`config.mk`:
```
export PLATFORM = sky130hd
export DESIGN_NAME = afgpw_core
export DESIGN_NICKNAME = d
export VERILOG_FILES = /design/src/rtl/afgpw_pkg.sv /design/src/rtl/afgpw_core.sv
export VERILOG_INCLUDE_DIRS = /design/src /design/src/rtl
export SDC_FILE = /design/constraint.sdc
export NUM_CORES = 1
export LEC_CHECK = 0
export ABC_AREA = 1
export BUFFER_PORTS_ARGS = -buffer_cell sky130_fd_sc_hd__clkbuf_2
export CORE_MARGIN = 5
export CORE_UTILIZATION = 35
export CTS_BUF_LIST = sky130_fd_sc_hd__clkbuf_16
export DETAILED_ROUTE_END_ITERATION = 10
export PLACE_DENSITY = 0.58
export SLEW_MARGIN = 0
export SYNTH_ARGS = -nofsm -noshare
export SYNTH_HDL_FRONTEND = slang
export SYNTH_SLANG_ARGS = --single-unit
```
`constraint.sdc`:
```
create_clock -name CLK_I -period 4 [get_ports CLK_I]
set_input_delay 0.8 -clock CLK_I [delete_from_list [all_inputs] [get_ports CLK_I]]
set_output_delay 0.8 -clock CLK_I [all_outputs]
set_load 0.005 [all_outputs]
```
`src/rtl/afgpw_defs.svh`:
```
// Constants of the audio function group power and pin verb block
`ifndef AFGPW_DEFS_SVH
`define AFGPW_DEFS_SVH
`define AFGPW_VID_W       12
`define AFGPW_PAY_W       8
`define AFGPW_WORD_W      32
`define AFGPW_NPINS       4
`define AFGPW_TAG_W       6
`define AFGPW_PS_W        3
`define AFGPW_V_GETPAR    12'hF00
`define AFGPW_P_PWRCAP    8'h0F
`define AFGPW_P_PINCNT    8'h11
`define AFGPW_P_AMPCAP    8'h12
`define AFGPW_V_GETPWR    12'hF05
`define AFGPW_V_SETPWR    12'h705
`define AFGPW_V_GETUNS    12'hF08
`define AFGPW_V_SETUNS    12'h708
`define AFGPW_V_GETDAT    12'hF15
`define AFGPW_V_SETDAT    12'h715
`define AFGPW_V_GETEN     12'hF16
`define AFGPW_V_SETEN     12'h716
`define AFGPW_V_GETDIR    12'hF17
`define AFGPW_V_SETDIR    12'h717
`define AFGPW_V_GETWK     12'hF18
`define AFGPW_V_SETWK     12'h718
`define AFGPW_V_GETUM     12'hF19
`define AFGPW_V_SETUM     12'h719
`define AFGPW_V_GRPRST    12'h7FF
`define AFGPW_PS_D0       3'h0
`define AFGPW_PS_D3       3'h3
`define AFGPW_PS_D3COLD   3'h4
`define AFGPW_UEN_BIT     7
`define AFGPW_PWRCAP      {1'h1, 1'h1, 1'h1, 24'h000000, 5'h1F}
`define AFGPW_PINCNT      {1'h1, 1'h1, 6'h00, 8'h00, 8'h00, 8'h04}
`define AFGPW_AMPCAP      {1'h1, 8'h00, 7'h02, 1'h0, 7'h7F, 1'h0, 7'h7F}
`endif

```
`src/rtl/afgpw_pkg.sv`:
```
// Carrier types of the audio function group power and pin verb block
`include "afgpw_defs.svh"
package afgpw_pkg;
  typedef struct packed {
    logic                     valid;
    logic [`AFGPW_VID_W-1:0]  id;
    logic [`AFGPW_PAY_W-1:0]  pay;
  } afgpw_verb_t;
  typedef struct packed {
    logic                     valid;
    logic [`AFGPW_WORD_W-1:0] data;
  } afgpw_resp_t;
endpackage : afgpw_pkg

```
`src/rtl/afgpw_core.sv`:
```
// Audio function group power state, capability and pin verb logic
`timescale 1ns/1ps
`default_nettype none
`include "afgpw_defs.svh"
// Operation
// RQ1: Power capability reports extended states, D3 clock stop, D0 to D3Cold.
// RQ2: Power capability bit 29 reads 1: D3Hot during system S3.
// RQ3: Pin count reports four bidirectional pins, no input-only or output-only.
// RQ4: Pin count bits 31 and 30 report wake and unsolicited ability.
// RQ5: Amp capability: mute, step size 02h, 7Fh steps, unity at 7Fh.
// RQ6: Host writes requested power state to bits 2:0; default 3.
// RQ7: Bits 6:4 show actual state; 3 after any reset kind.
// RQ8: Error bit 8 set when requested state cannot be entered.
// RQ9: Bit 9 shows whether bit clock may stop; 1 after reset.
// RQ10: Bit 10 set on settings reset, cleared by reading power word.
// RQ11: Bit 7 enables unsolicited; tag 5:0 goes to response bits 31:26.
// RQ12: Pin data bits carry pin values; host clears latched bit with 0. No latch here: input pins read their live level.
// RQ13: Pin enable 0 holds pin high impedance; 1 follows direction.
// RQ14: Direction 0 is input, 1 is output; input by default.
// RQ15: Wake-enabled input pin raises status change on level change.
// RQ16: Status change only while link reset asserted, wake-enabled pins only.
// RQ17: Masked input change sends unsolicited response when group enabled.
// RQ18: Two back-to-back group reset verbs make a double group reset.
// RQ19: Unexpected link reset: link reset low while clock halt flag 0.
// RQ20: Plain link reset acts as level reset while link reset low.
// RQ21: Power states coded 0 D0, 1 D1, 2 D2, 3 D3, 4 D3Cold.
// RQ22: Pin 3 unsolicited mask governs pin 3 changes.
// RQ23: Pin controls, enable and tag clear on settings resets.
module afgpw_core (
  input  wire logic                   CLK_I,
  input  wire logic                   SRST_I,
  input  wire logic                   LINK_BCLK_I,
  input  wire logic                   LINK_RST_N_I,
  input  wire afgpw_pkg::afgpw_verb_t VERB_I,
  output var  afgpw_pkg::afgpw_resp_t RESP_O,
  output var  afgpw_pkg::afgpw_resp_t UNSOL_O,
  output logic                        STATUS_REQ_O,
  input  wire logic [`AFGPW_NPINS-1:0] GPIO_I,
  output logic [`AFGPW_NPINS-1:0]      GPIO_O,
  output logic [`AFGPW_NPINS-1:0]      GPIO_OE_O
);

  localparam int NP = `AFGPW_NPINS;

  function automatic logic hit(
    input afgpw_pkg::afgpw_verb_t v,
    input logic [`AFGPW_VID_W-1:0] code
  );
    hit = v.valid && (v.id == code);
  endfunction : hit

  // Pin and link synchronisers
  logic          bclk_s1_ff;
  logic          bclk_s2_ff;
  logic          bclk_d_ff;
  logic          lrst_s1_ff;
  logic          lrst_s2_ff;
  logic [NP-1:0] gpio_s1_ff;
  logic [NP-1:0] gpio_s2_ff;
  logic [NP-1:0] gpio_d_ff;

  always_ff @(posedge CLK_I) begin
    if (SRST_I) begin
      bclk_s1_ff <= 1'h0;
      bclk_s2_ff <= 1'h0;
      bclk_d_ff  <= 1'h0;
      lrst_s1_ff <= 1'h0;
      lrst_s2_ff <= 1'h0;
      gpio_s1_ff <= '0;
      gpio_s2_ff <= '0;
      gpio_d_ff  <= '0;
    end else begin
      bclk_s1_ff <= LINK_BCLK_I;
      bclk_s2_ff <= bclk_s1_ff;
      bclk_d_ff  <= bclk_s2_ff;
      lrst_s1_ff <= LINK_RST_N_I;
      lrst_s2_ff <= lrst_s1_ff;
      gpio_s1_ff <= GPIO_I;
      gpio_s2_ff <= gpio_s1_ff;
      gpio_d_ff  <= gpio_s2_ff;
    end
  end

  // State
  logic [`AFGPW_PS_W-1:0]  set_ff;
  logic [`AFGPW_PS_W-1:0]  act_ff;
  logic                    err_ff;
  logic                    clkok_ff;
  logic                    flag_ff;
  logic                    uen_ff;
  logic [`AFGPW_TAG_W-1:0] tag_ff;
  logic [NP-1:0]           data_ff;
  logic [NP-1:0]           en_ff;
  logic [NP-1:0]           dir_ff;
  logic [NP-1:0]           wk_ff;
  logic [NP-1:0]           um_ff;
  logic                    arm_ff;
  logic [NP-1:0]           pend_ff;
  logic                    wake_ff;

  // Verb decode
  wire [`AFGPW_PAY_W-1:0] pay    = VERB_I.pay;
  wire                    vld    = VERB_I.valid;
  wire                    get_par = hit(VERB_I, `AFGPW_V_GETPAR);
  wire                    rd_pwr = hit(VERB_I, `AFGPW_V_GETPWR);
  wire                    wr_pwr = hit(VERB_I, `AFGPW_V_SETPWR);
  wire                    wr_uns = hit(VERB_I, `AFGPW_V_SETUNS);
  wire                    wr_dat = hit(VERB_I, `AFGPW_V_SETDAT);
  wire                    wr_en  = hit(VERB_I, `AFGPW_V_SETEN);
  wire                    wr_dir = hit(VERB_I, `AFGPW_V_SETDIR);
  wire                    wr_wk  = hit(VERB_I, `AFGPW_V_SETWK);
  wire                    wr_um  = hit(VERB_I, `AFGPW_V_SETUM);
  wire                    grp_rst = hit(VERB_I, `AFGPW_V_GRPRST);
  wire [`AFGPW_PS_W-1:0]  req_ps = pay[`AFGPW_PS_W-1:0];
  wire [NP-1:0]           pay_p  = pay[NP-1:0];

  // Reset sources
  wire link_rst = ~lrst_s2_ff;
  // RQ18 double group reset
  wire dbl_rst   = grp_rst & arm_ff;
  // RQ19 unexpected link reset
  wire unexp_rst = link_rst & ~clkok_ff;
  // RQ23 settings reset group
  wire full_rst  = SRST_I | dbl_rst | unexp_rst;
  // RQ20 level link reset
  wire ps_rst    = SRST_I | dbl_rst | link_rst;

  // Power state next values
  wire [`AFGPW_PS_W-1:0] nxt_set = wr_pwr ? req_ps : set_ff;
  // RQ21 legal state codes
  wire set_ok  = set_ff <= `AFGPW_PS_D3COLD;
  wire req_bad = req_ps > `AFGPW_PS_D3COLD;
  wire [`AFGPW_PS_W-1:0] nxt_act = set_ok ? set_ff : act_ff;
  // RQ8 error on unreachable request
  wire nxt_err = wr_pwr ? req_bad : err_ff;
  // RQ9 clock halt allowed in D3 states
  wire nxt_clkok = (act_ff == `AFGPW_PS_D3) | (act_ff == `AFGPW_PS_D3COLD);
  // RQ10 cleared by power word read
  wire nxt_flag = rd_pwr ? 1'h0 : flag_ff;
  wire nxt_arm  = vld ? grp_rst & ~arm_ff : arm_ff & ~link_rst;

  // RQ6 requested state stored
  always_ff @(posedge CLK_I) begin
    // RQ7 actual state reset
    if (ps_rst) begin
      set_ff <= `AFGPW_PS_D3;
      act_ff <= `AFGPW_PS_D3;
    end else begin
      set_ff <= nxt_set;
      act_ff <= nxt_act;
    end
  end

  always_ff @(posedge CLK_I) begin
    if (SRST_I) begin
      arm_ff <= 1'h0;
    end else begin
      arm_ff <= nxt_arm;
    end
  end

  // Pin modes and change detection
  // RQ14 direction zero is input
  wire [NP-1:0] in_mode = en_ff & ~dir_ff;
  wire [NP-1:0] change  = (gpio_s2_ff ^ gpio_d_ff) & in_mode;
  // RQ17 masked change with group enable
  // RQ22 each mask bit governs its own pin
  wire [NP-1:0] uns_hit = change & um_ff & {NP{uen_ff}};
  wire          bclk_rise = bclk_s2_ff & ~bclk_d_ff;
  wire          send    = bclk_rise & ~link_rst & (pend_ff != '0);
  wire [NP-1:0] nxt_pend = (send ? '0 : pend_ff) | uns_hit;
  // RQ15 wake on input level change
  // RQ16 only in link reset, wake-enabled pins
  wire          nxt_wake = link_rst & (wake_ff | |(change & wk_ff));
  // RQ12 data written; input pins read their level
  wire [NP-1:0] nxt_data = wr_dat ? pay_p : data_ff;
  wire [NP-1:0] dat_rd   = (dir_ff & data_ff) | (~dir_ff & gpio_s2_ff);

  always_ff @(posedge CLK_I) begin
    // RQ23 settings reset values
    if (full_rst) begin
      err_ff   <= 1'h0;
      clkok_ff <= 1'h1;
      flag_ff  <= 1'h1;
      uen_ff   <= 1'h0;
      tag_ff   <= '0;
      data_ff  <= '0;
      en_ff    <= '0;
      dir_ff   <= '0;
      wk_ff    <= '0;
      um_ff    <= '0;
    end else begin
      err_ff   <= nxt_err;
      clkok_ff <= nxt_clkok;
      flag_ff  <= nxt_flag;
      uen_ff   <= wr_uns ? pay[`AFGPW_UEN_BIT] : uen_ff;
      tag_ff   <= wr_uns ? pay[`AFGPW_TAG_W-1:0] : tag_ff;
      data_ff  <= nxt_data;
      en_ff    <= wr_en ? pay_p : en_ff;
      dir_ff   <= wr_dir ? pay_p : dir_ff;
      wk_ff    <= wr_wk ? pay_p : wk_ff;
      um_ff    <= wr_um ? pay_p : um_ff;
    end
  end

  always_ff @(posedge CLK_I) begin
    if (SRST_I) begin
      pend_ff <= '0;
      wake_ff <= 1'h0;
    end else begin
      pend_ff <= nxt_pend;
      wake_ff <= nxt_wake;
    end
  end

  // Read words
  wire [`AFGPW_WORD_W-1:0] pwr_word = {21'h000000, flag_ff, clkok_ff, err_ff,
                                       1'h0, act_ff, 1'h0, set_ff};
  wire [`AFGPW_WORD_W-1:0] uns_word = {24'h000000, uen_ff, 1'h0, tag_ff};
  wire [`AFGPW_WORD_W-1:0] par_word =
    // RQ1 RQ2 power capability
    (pay == `AFGPW_P_PWRCAP) ? `AFGPW_PWRCAP :
    // RQ3 RQ4 pin count
    (pay == `AFGPW_P_PINCNT) ? `AFGPW_PINCNT :
    // RQ5 amplifier capability
    (pay == `AFGPW_P_AMPCAP) ? `AFGPW_AMPCAP : '0;
  wire [`AFGPW_WORD_W-1:0] rd_word =
    get_par ? par_word :
    rd_pwr ? pwr_word :
    hit(VERB_I, `AFGPW_V_GETUNS) ? uns_word :
    hit(VERB_I, `AFGPW_V_GETDAT) ? {28'h0000000, dat_rd} :
    hit(VERB_I, `AFGPW_V_GETEN) ? {28'h0000000, en_ff} :
    hit(VERB_I, `AFGPW_V_GETDIR) ? {28'h0000000, dir_ff} :
    hit(VERB_I, `AFGPW_V_GETWK) ? {28'h0000000, wk_ff} :
    hit(VERB_I, `AFGPW_V_GETUM) ? {28'h0000000, um_ff} : '0;
  // RQ11 tag in response bits 31:26
  wire [`AFGPW_WORD_W-1:0] uns_msg = {tag_ff, 22'h000000, pend_ff};

  always_ff @(posedge CLK_I) begin
    if (SRST_I) begin
      RESP_O  <= '0;
      UNSOL_O <= '0;
    end else begin
      RESP_O.valid  <= vld;
      RESP_O.data   <= rd_word;
      UNSOL_O.valid <= send;
      UNSOL_O.data  <= send ? uns_msg : UNSOL_O.data;
    end
  end

  // Pin drivers
  // RQ13 disabled pin floats
  assign GPIO_OE_O    = en_ff & dir_ff;
  assign GPIO_O       = data_ff;
  assign STATUS_REQ_O = wake_ff;

  // Checks
  chk_pwrcap_word: assert property (  // RQ1
    @(posedge CLK_I) disable iff (SRST_I)
    get_par && pay == `AFGPW_P_PWRCAP |=> RESP_O.valid && RESP_O.data[31:29] == 3'h7)
    else $error("power capability word wrong");
  chk_pincnt_word: assert property (  // RQ3
    @(posedge CLK_I) disable iff (SRST_I)
    get_par && pay == `AFGPW_P_PINCNT |=> RESP_O.data == `AFGPW_PINCNT)
    else $error("pin count word wrong");
  chk_ampcap_word: assert property (  // RQ5
    @(posedge CLK_I) disable iff (SRST_I)
    get_par && pay == `AFGPW_P_AMPCAP |=> RESP_O.data == `AFGPW_AMPCAP)
    else $error("amp capability word wrong");
  chk_act_linkrst: assert property (  // RQ7
    @(posedge CLK_I) disable iff (SRST_I)
    link_rst |=> act_ff == `AFGPW_PS_D3 && set_ff == `AFGPW_PS_D3)
    else $error("actual state not reset by link reset");
  chk_err_request: assert property (  // RQ8
    @(posedge CLK_I) disable iff (SRST_I)
    wr_pwr && !full_rst |=> err_ff == $past(req_bad) ##1 act_ff == $past(act_ff)
      || !$past(req_bad, 2))
    else $error("error flag or state wrong after request");
  chk_flag_clear: assert property (  // RQ10
    @(posedge CLK_I) disable iff (SRST_I)
    rd_pwr && !full_rst |=> !flag_ff ##1 RESP_O.data[10] == 1'h0 || !RESP_O.valid)
    else $error("settings flag not cleared by read");
  chk_pin_hiz: assert property (  // RQ13
    @(posedge CLK_I) disable iff (SRST_I)
    wr_en && !full_rst |=> (GPIO_OE_O & ~$past(pay_p)) == '0)
    else $error("disabled pin still driven");
  chk_wake_gate: assert property (  // RQ16
    @(posedge CLK_I) disable iff (SRST_I)
    $rose(STATUS_REQ_O) |-> $past(link_rst) && $past(|(change & wk_ff)))
    else $error("status change outside link reset");
  chk_unsol_tag: assert property (  // RQ11
    @(posedge CLK_I) disable iff (SRST_I)
    UNSOL_O.valid |-> UNSOL_O.data[31:26] == $past(tag_ff) && $past(bclk_rise))
    else $error("unsolicited tag or timing wrong");
  chk_set_store: assert property (  // RQ6
    @(posedge CLK_I) disable iff (SRST_I)
    wr_pwr && !ps_rst |=> set_ff == $past(req_ps))
    else $error("requested state not stored");
  chk_act_illegal: assert property (  // RQ21
    @(posedge CLK_I) disable iff (SRST_I)
    !ps_rst && set_ff > `AFGPW_PS_D3COLD |=> $stable(act_ff))
    else $error("actual state followed an illegal code");
  chk_clkok_state: assert property (  // RQ9
    @(posedge CLK_I) disable iff (SRST_I)
    !full_rst |=> clkok_ff == ($past(act_ff) >= `AFGPW_PS_D3))
    else $error("clock halt flag wrong for state");
  chk_flag_set: assert property (  // RQ10
    @(posedge CLK_I) disable iff (SRST_I)
    full_rst |=> flag_ff)
    else $error("settings flag not set by reset");
  chk_uns_store: assert property (  // RQ11
    @(posedge CLK_I) disable iff (SRST_I)
    wr_uns && !full_rst |=> uen_ff == $past(pay[`AFGPW_UEN_BIT])
      && tag_ff == $past(pay[`AFGPW_TAG_W-1:0]))
    else $error("unsolicited control not stored");
  chk_data_out: assert property (  // RQ12
    @(posedge CLK_I) disable iff (SRST_I)
    wr_dat && !full_rst |=> GPIO_O == $past(pay_p))
    else $error("pin data not driven");
  chk_en_store: assert property (  // RQ13
    @(posedge CLK_I) disable iff (SRST_I)
    wr_en && !full_rst |=> en_ff == $past(pay_p))
    else $error("pin enable not stored");
  chk_dir_input: assert property (  // RQ14
    @(posedge CLK_I) disable iff (SRST_I)
    wr_dir && !full_rst |=> (GPIO_OE_O & ~$past(pay_p)) == '0)
    else $error("input pin driven");
  chk_reset_pins: assert property (  // RQ23
    @(posedge CLK_I) disable iff (SRST_I)
    full_rst |=> GPIO_OE_O == '0 && GPIO_O == '0)
    else $error("pins not cleared by settings reset");
  chk_wake_hold: assert property (  // RQ16
    @(posedge CLK_I) disable iff (SRST_I)
    !link_rst |=> !STATUS_REQ_O)
    else $error("status change outside link reset");
  chk_pend_latch: assert property (  // RQ17
    @(posedge CLK_I) disable iff (SRST_I)
    uns_hit != '0 |=> (pend_ff & $past(uns_hit)) == $past(uns_hit))
    else $error("masked pin change not latched");
  chk_pend_send: assert property (  // RQ17
    @(posedge CLK_I) disable iff (SRST_I)
    send |=> UNSOL_O.valid && UNSOL_O.data[NP-1:0] == $past(pend_ff))
    else $error("pending changes not sent");
  chk_dbl_reset: assert property (  // RQ18
    @(posedge CLK_I) disable iff (SRST_I)
    dbl_rst |=> en_ff == '0 && act_ff == `AFGPW_PS_D3 && flag_ff)
    else $error("double group reset incomplete");
  chk_arm_clear: assert property (  // RQ18
    @(posedge CLK_I) disable iff (SRST_I)
    vld && !grp_rst |=> !arm_ff)
    else $error("group reset armed across other verb");
  chk_unexp_reset: assert property (  // RQ19
    @(posedge CLK_I) disable iff (SRST_I)
    unexp_rst |=> !uen_ff && clkok_ff)
    else $error("unexpected link reset incomplete");

endmodule : afgpw_core
`default_nettype wire

```
==> flow_summary_export.csv, run 1 <==
group,metric,value,unit
sta,setup_viol,0,
sta,drv_slew,0,
pwr,leakage,2.133,nW
layout,num_antenna_cells,0,
logic_synthesis,synthMuxAreaShare,0,%
run,maxCapViolCount,0,
worst_setup_path,reg2regPathDepth,4,
pwr,p_total,0.001781,W
worst_setup_path,crit_chain,"clkbuf_2 -> inv_1 -> nand4_1 -> nor2_2 -> nand2_1 -> nand2_1 -> a21oi_1",
cts,cts_sinks,86,
cts,cts_root_buf,"clkbuf_16",
worst_setup_path,critPathBufInv,2,
pwr,p_sw_share,22.93,%
sta,worst_pin_slew,1242,ps
worst_setup_path,cpMostUsedCell,"nand2_1",
logic_synthesis,netlist.area_leader.share,41.73,%
worst_setup_path,r2r-start,"pend_ff[0]$_SDFF_PP0_",
logic_synthesis,seq_area_frac_synth,41.73,%
sta,relSlewSlack,16.29,%
run_status,status,"completed",
place,postPlaceCellArea,4407,um2
worst_setup_path,cp_slowest_cell,"nor2_2",
layout,utilization,41.04,%
pwr,clockPowerShare,46.4,%
logic_synthesis,synth_area_leaders,"dfxtp_1 (42%), nand2_1 (11%), buf_4 (7.3%)",
pwr,intPower,0.001373,W
logic_synthesis,yosys_warnings,0,
cts,post_cts_buffers,0,
global_routing,grt.total_usage,14.51,%
floorplanning,die_w,118.6,um
cts,clkTransAtPathRegs,70,ps
floorplanning,fp-row-count,39,
global_routing,antenna_found_initial,0,
pwr,ir_drop,0.0003321,V
hold_path,hold_class,"reg -> reg",
floorplanning,die_h,118.6,um
sta,fin_skew,9.124,ps
layout,final_cell_mix,"nand2_1 (119), dfxtp_1 (86), inv_1 (68), clkbuf_2 (68), nor2_1 (60)",
pwr,share_comb_of_total_power,4.9,%
layout,fin_nets,660,
worst_setup_path,cp.arrival,2490,ps
cts,cts.path.max_buffers,2,
worst_setup_path,critPathKind,"in -> reg",
detailed_routing,drtAntennaViolNets,0,
worst_setup_path,critPathMaxStageDelay,820,ps
detailed_routing,num_vias,3600,
detailed_routing,drt-initial-drc-count,156,
floorplanning,dieArea,14060,um2
global_routing,grt_start_max_net_pins,33,
floorplanning,coreArea,11470,um2
place,hpwl,7832,um
worst_setup_path,path_max_fanout,27,
layout,fillers,1196,
detailed_routing,drc,0,
layout,drive_above_1_share,19.65,%
sta,fin_ws,1687,ps
worst_setup_path,path_delay_family,"simple AND/OR/NAND/NOR gates",
logic_synthesis,yosys.area_share.adder,0,%
cts,cts_made_buffers,9,
worst_setup_path,worst-path-stages,7,
cts,cts_tree,"done",
pwr,p_switching,0.0004085,W
logic_synthesis,synth_xor_area_share,0,%
pwr,seqPwrFrac,48.7,%
global_routing,grt_pass1_wl,16650,um
hold_path,hold_start,"gpio_s1_ff[3]$_SDFF_PP0_",
place,post-place-ws,1365,ps
sta,setup_tns,0,ps
worst_setup_path,r2r-end,"UNSOL_O[26]$_SDFFE_PP0P_",
detailed_routing,vias_per_cell,4.621,
detailed_routing,drt-pass1-iter-count,4,
layout,finish.instance_area,4706,um2
logic_synthesis,ys_types,32,
sta,grt_setup_unrepaired,"false",
worst_setup_path,cp-start-kind,"input pin",
logic_synthesis,synth_top_cell_by_area,"dfxtp_1",
hold_path,hold_end,"gpio_s2_ff[3]$_SDFF_PP0_",
worst_setup_path,required,4170,ps
sta,hold_viol_final,0,
sta,finalCritPeriodShare,57.83,%
global_routing,grt-ovfl-total,0,
cts,cts_resized,0,
worst_setup_path,cp-end-kind,"flip-flop",
floorplanning,initial_core_util,35.97,%
worst_setup_path,rrSetupSlack,1930,ps
logic_synthesis,avgSynthCellArea,7.237,um2
logic_synthesis,netlist_area,4125,um2
cts,clkLatencyLatePin,340,ps
layout,area_growth,14.07,%
layout,final_common_cell,"nand2_1",
sta,fmaxAchievable,0.4323,GHz
logic_synthesis,synth_compound_area_share,10.07,%
pwr,power_density,378.6,nW/um2
logic_synthesis,ys_ff_latch,86,
hold_path,whs_path_depth,2,
place,gp_congestion,0.8659,
detailed_routing,drt-total-wl,10050,um
logic_synthesis,synth-simple-area-share,32.06,%
logic_synthesis,postSynthCellCount,570,
global_routing,grt_pass1_vias,3409,
floorplanning,io_pins,104,
detailed_routing,wl_per_cell,12.91,um
sta,final.min_clock_period,2313,ps
place,port_buffers,68,
cts,hold_buffers,0,
logic_synthesis,synth_top_family_by_area,"simple AND/OR/NAND/NOR gates",
cts,htreeDepth,3,
-- worst max-delay path by stage --
| stage | start | to | slack [ps] |
|---|---|---|---|
| floorplan | VERB_I[17] | RESP_O[3]$_SDFF_PP0_ | 2130 |
| global placement | SRST_I | RESP_O[1]$_SDFF_PP0_ | 1380 |
| detailed placement | SRST_I | RESP_O[1]$_SDFF_PP0_ | 1370 |
| CTS | SRST_I | RESP_O[1]$_SDFF_PP0_ | 1710 |
| global route | VERB_I[19] | err_ff$_SDFFE_PP0P_ | 1460 |
| finish | VERB_I[19] | uen_ff$_SDFFE_PP0P_ | 1690 |
-- power by group through the flow --
stage	Sequential, W	Clock [W]	Combinational (W)
after floorplan	0.000886	0	0.0000828
after global placement	0.000887	0	0.0000867
after detailed placement	0.000887	0	0.0000879
after CTS	0.000867	0.000850	0.0000882
after global routing	0.000868	0.000880	0.000100
final	0.000867	0.000826	0.0000880
-- cells in the mapped netlist --
cell type and n:
o41ai_2 1, o21ai_1 4, or2_0 2, inv_2 8
nor3_4 1, buf_2 7, nor2_4 11, inv_1 68
nor4_4 1, conb_1 1, buf_6 2, nor2_1 60
o211ai_1 7, nand3_1 51, dfxtp_1 86, nand2_1 119
nor3_1 7, buf_4 40, a21oi_1 44, nand3_4 1
buf_1 1, nor2_2 6, nand2_4 2, o21ai_2 1
clkbuf_1 3, nand4_1 5, o22ai_1 2, nand3b_1 2
clkinv_1 1, nand2_2 8, nand4_2 1, o21ai_0 17
-- stage by stage --
step / cells / hold slack [ps]
3_5_place_dp: 763 / 394.8
6_report: 779 / 397.5
2_1_floorplan: 604 / 388.3
3_3_place_gp: 763 / 389.9
5_1_grt: 779 / 414.2
4_1_cts: 779 / 403.7
-- logic make-up (layout without fill, tap and decap cells) --
kind of cell	Yosys count	in the layout
buffers and inverters	130	162
DFF	86	86
AOI/OAI and AO/OA	76	76
other	1	35
and+or+nand+nor	277	277
-- state kept, by name, indices dropped and copies added, names as in the netlist, 3 cells and up --
register	cells
en_ff	4
GPIO_O	4
gpio_d_ff	4
wk_ff	4
gpio_s2_ff	4
dir_ff	4
um_ff	4
gpio_s1_ff	4
tag_ff	6
UNSOL_O	11
pend_ff	4
set_ff	3
act_ff	3
RESP_O	16
-- worst register-to-register path, stage by stage (launching register included) --
cell and delay [ps]:
dfxtp_1 330, o41ai_2 1100, inv_1 290, nor2_1 170
nor2_1 60
-- final cells by class --
type / count / area (um2) / share of cell area (%)
Inverter: 77 / 289.0 / 6.142
Multi-Input combinational cell: 388 / 1869 / 39.72
Tap cell: 143 / 178.9 / 3.802
Sequential cell: 86 / 1722 / 36.59
Clock buffer: 9 / 225.2 / 4.786
Clock inverter: 7 / 73.82 / 1.569
Timing Repair Buffer: 69 / 347.8 / 7.392
-- metal layers --
| layer | share of wire, % | GRT usage (%) | routed length, um |
|---|---|---|---|
| met5 | 0 | 0 | 0 |
| met4 | 2.3 | 4.607 | 229 |
| met3 | 6.4 | 4.441 | 645 |
| met2 | 50 | 24.76 | 5037 |
| met1 | 41 | 17.42 | 4141 |
Power figures use the tool's default switching activity.
==> run 2: changes to the inputs <==
PLACE_DENSITY = 0.6   (was 0.58)
clock period = 2.12 ns   (was 4 ns; I/O delays follow)
==> run 2 against run 1 <==
  * Worst setup slack got worse by 1200 ps
  * Sequential power rose by 88%
  * Cell count is 0.77% higher
  * Flip-flop and latch count stayed put
  * Core utilization rose by 0.83 points
  * Critical path depth decreased by 3
  * Critical endpoint is now UNSOL_O[26]$_SDFFE_PP0P_
==> flow_summary_export.csv, run 2 (synthesis gave the netlist of run 1 again) <==
group,metric,value,unit
detailed_routing,drtAntennaViolNets,0,
layout,reg_top3,"RESP_O x16, UNSOL_O x11, tag_ff x6",
floorplanning,initial_core_util,35.97,%
sta,final.min_clock_period,1634,ps
floorplanning,die_h,118.6,um
worst_setup_path,crit_chain,"o41ai_4 -> inv_1 -> nor2_1 -> nor2_1",
floorplanning,io_pins,104,
cts,clkLatencyLatePin,350,ps
cts,cts_tree,"done",
pwr,power_density,720.4,nW/um2
cts,cts_sinks,86,
detailed_routing,vias_per_cell,4.620,
sta,fin_ws,485.6,ps
sta,setup_viol,0,
sta,drv_slew,0,
worst_setup_path,cp_slowest_cell,"o41ai_4",
floorplanning,dieArea,14060,um2
layout,area_growth,16.38,%
place,hpwl,7785,um
layout,final_common_cell,"nand2_1",
hold_path,hold_class,"in -> reg",
run,maxCapViolCount,0,
layout,top_register,"RESP_O",
layout,fillers,1206,
detailed_routing,drt-pass1-iter-count,5,
detailed_routing,num_vias,3627,
worst_setup_path,cp-end-kind,"flip-flop",
detailed_routing,wl_per_cell,12.77,um
cts,cts_made_buffers,9,
place,port_buffers,68,
detailed_routing,drt-initial-drc-count,219,
sta,relSlewSlack,51.97,%
worst_setup_path,cpMostUsedCell,"nor2_1",
worst_setup_path,critPathKind,"reg -> reg",
global_routing,grt_start_max_net_pins,35,
global_routing,antenna_found_initial,0,
floorplanning,coreArea,11470,um2
place,gp_congestion,0.8337,
sta,finalCritPeriodShare,77.10,%
sta,fin_skew,8.680,ps
pwr,leakage,2.187,nW
layout,drive_above_1_share,20.56,%
cts,cts_root_buf,"clkbuf_16",
worst_setup_path,required,2350,ps
layout,final-seq-area,1722,um2
global_routing,grt.total_usage,14.62,%
worst_setup_path,path_max_fanout,16,
worst_setup_path,critPathMaxStageDelay,730,ps
layout,largest_register_ffs,16,
cts,htreeDepth,3,
worst_setup_path,cp.arrival,1870,ps
run_status,status,"completed",
detailed_routing,drt-total-wl,10020,um
sta,fmaxAchievable,0.6118,GHz
sta,setup_tns,0,ps
cts,clkTransAtPathRegs,70,ps
pwr,p_total,0.003459,W
sta,hold_viol_final,0,
layout,multi_input_area,1881,um2
layout,num_antenna_cells,0,
global_routing,grt-ovfl-total,0,
layout,fin_nets,666,
detailed_routing,drc,0,
global_routing,grt_pass1_vias,3526,
floorplanning,die_w,118.6,um
sta,worst_pin_slew,717.9,ps
place,post-place-ws,190.6,ps
worst_setup_path,cp-start-kind,"flip-flop",
cts,cts.path.max_buffers,2,
layout,final_cell_mix,"nand2_1 (119), dfxtp_1 (86), inv_1 (68), clkbuf_2 (68), nor2_1 (60)",
sta,grt_setup_unrepaired,"false",
global_routing,grt_pass1_wl,16730,um
floorplanning,fp-row-count,39,
pwr,ir_drop,0.0005769,V
## run 2: area by class of cell
type / count / share of cell area (%)
Multi-Input combinational cell: 388 / 39.17
Sequential cell: 86 / 35.86
Timing Repair Buffer: 75 / 8.705
Inverter: 77 / 6.020
Clock buffer: 9 / 4.691
Tap cell: 143 / 3.727
Clock inverter: 7 / 1.824
## run 2: repair_timing
action / CTS / global route
hold buffers: 0 / 0
setup buffers: 0 / 0
setup endpoints to repair: 0 / 6
resized for setup: 0 / 1
## run 2: metal layers
layer / wire length, um / GRT usage (%) / vias to the layer above
met3: 633 / 4.728 / 22
met5: 0 / 0 / -
met1: 4162 / 17.23 / 1643
met4: 241 / 5.103 / 0
li1: - / - / 1864
met2: 4984 / 24.93 / 98
## run 2: final timing paths
path	end	cells after the start	slack, ps	start
setup / recovery	UNSOL_O[26]$_SDFFE_PP0P_	4	490	pend_ff[0]$_SDFF_PP0_
hold / removal	bclk_s1_ff$_SDFF_PP0_	3	270	LINK_BCLK_I
setup reg to reg	UNSOL_O[26]$_SDFFE_PP0P_	4	490	pend_ff[0]$_SDFF_PP0_
hold reg to reg	bclk_s2_ff$_SDFF_PP0_	2	400	bclk_s1_ff$_SDFF_PP0_
## run 2: metrics by stage
step,instances,util (%),hold slack (ps),area [um2]
after floorplan,604,-,388.3,4253
after global placement,769,39.04,393.4,4477
after detailed placement,769,39.04,394.5,4477
after CTS,785,41.77,255.9,4790
after global routing,785,41.87,256.7,4801
final,785,41.87,267.3,4801
## run 2: worst max-delay path, delay by kind of cell, from the launching register on
family / cells / cell delay, ps
and+or+nand+nor: 2 / 200
AOI/OAI and AO/OA: 1 / 730
DFF: 1 / 350
buffers and inverters: 1 / 240
## run 2: where the power goes
group          internal (W)  switching [W]
clock network      0.000946       0.000700
logic             0.0000520       0.000126
registers           0.00163     0.00000563
total               0.00263       0.000832
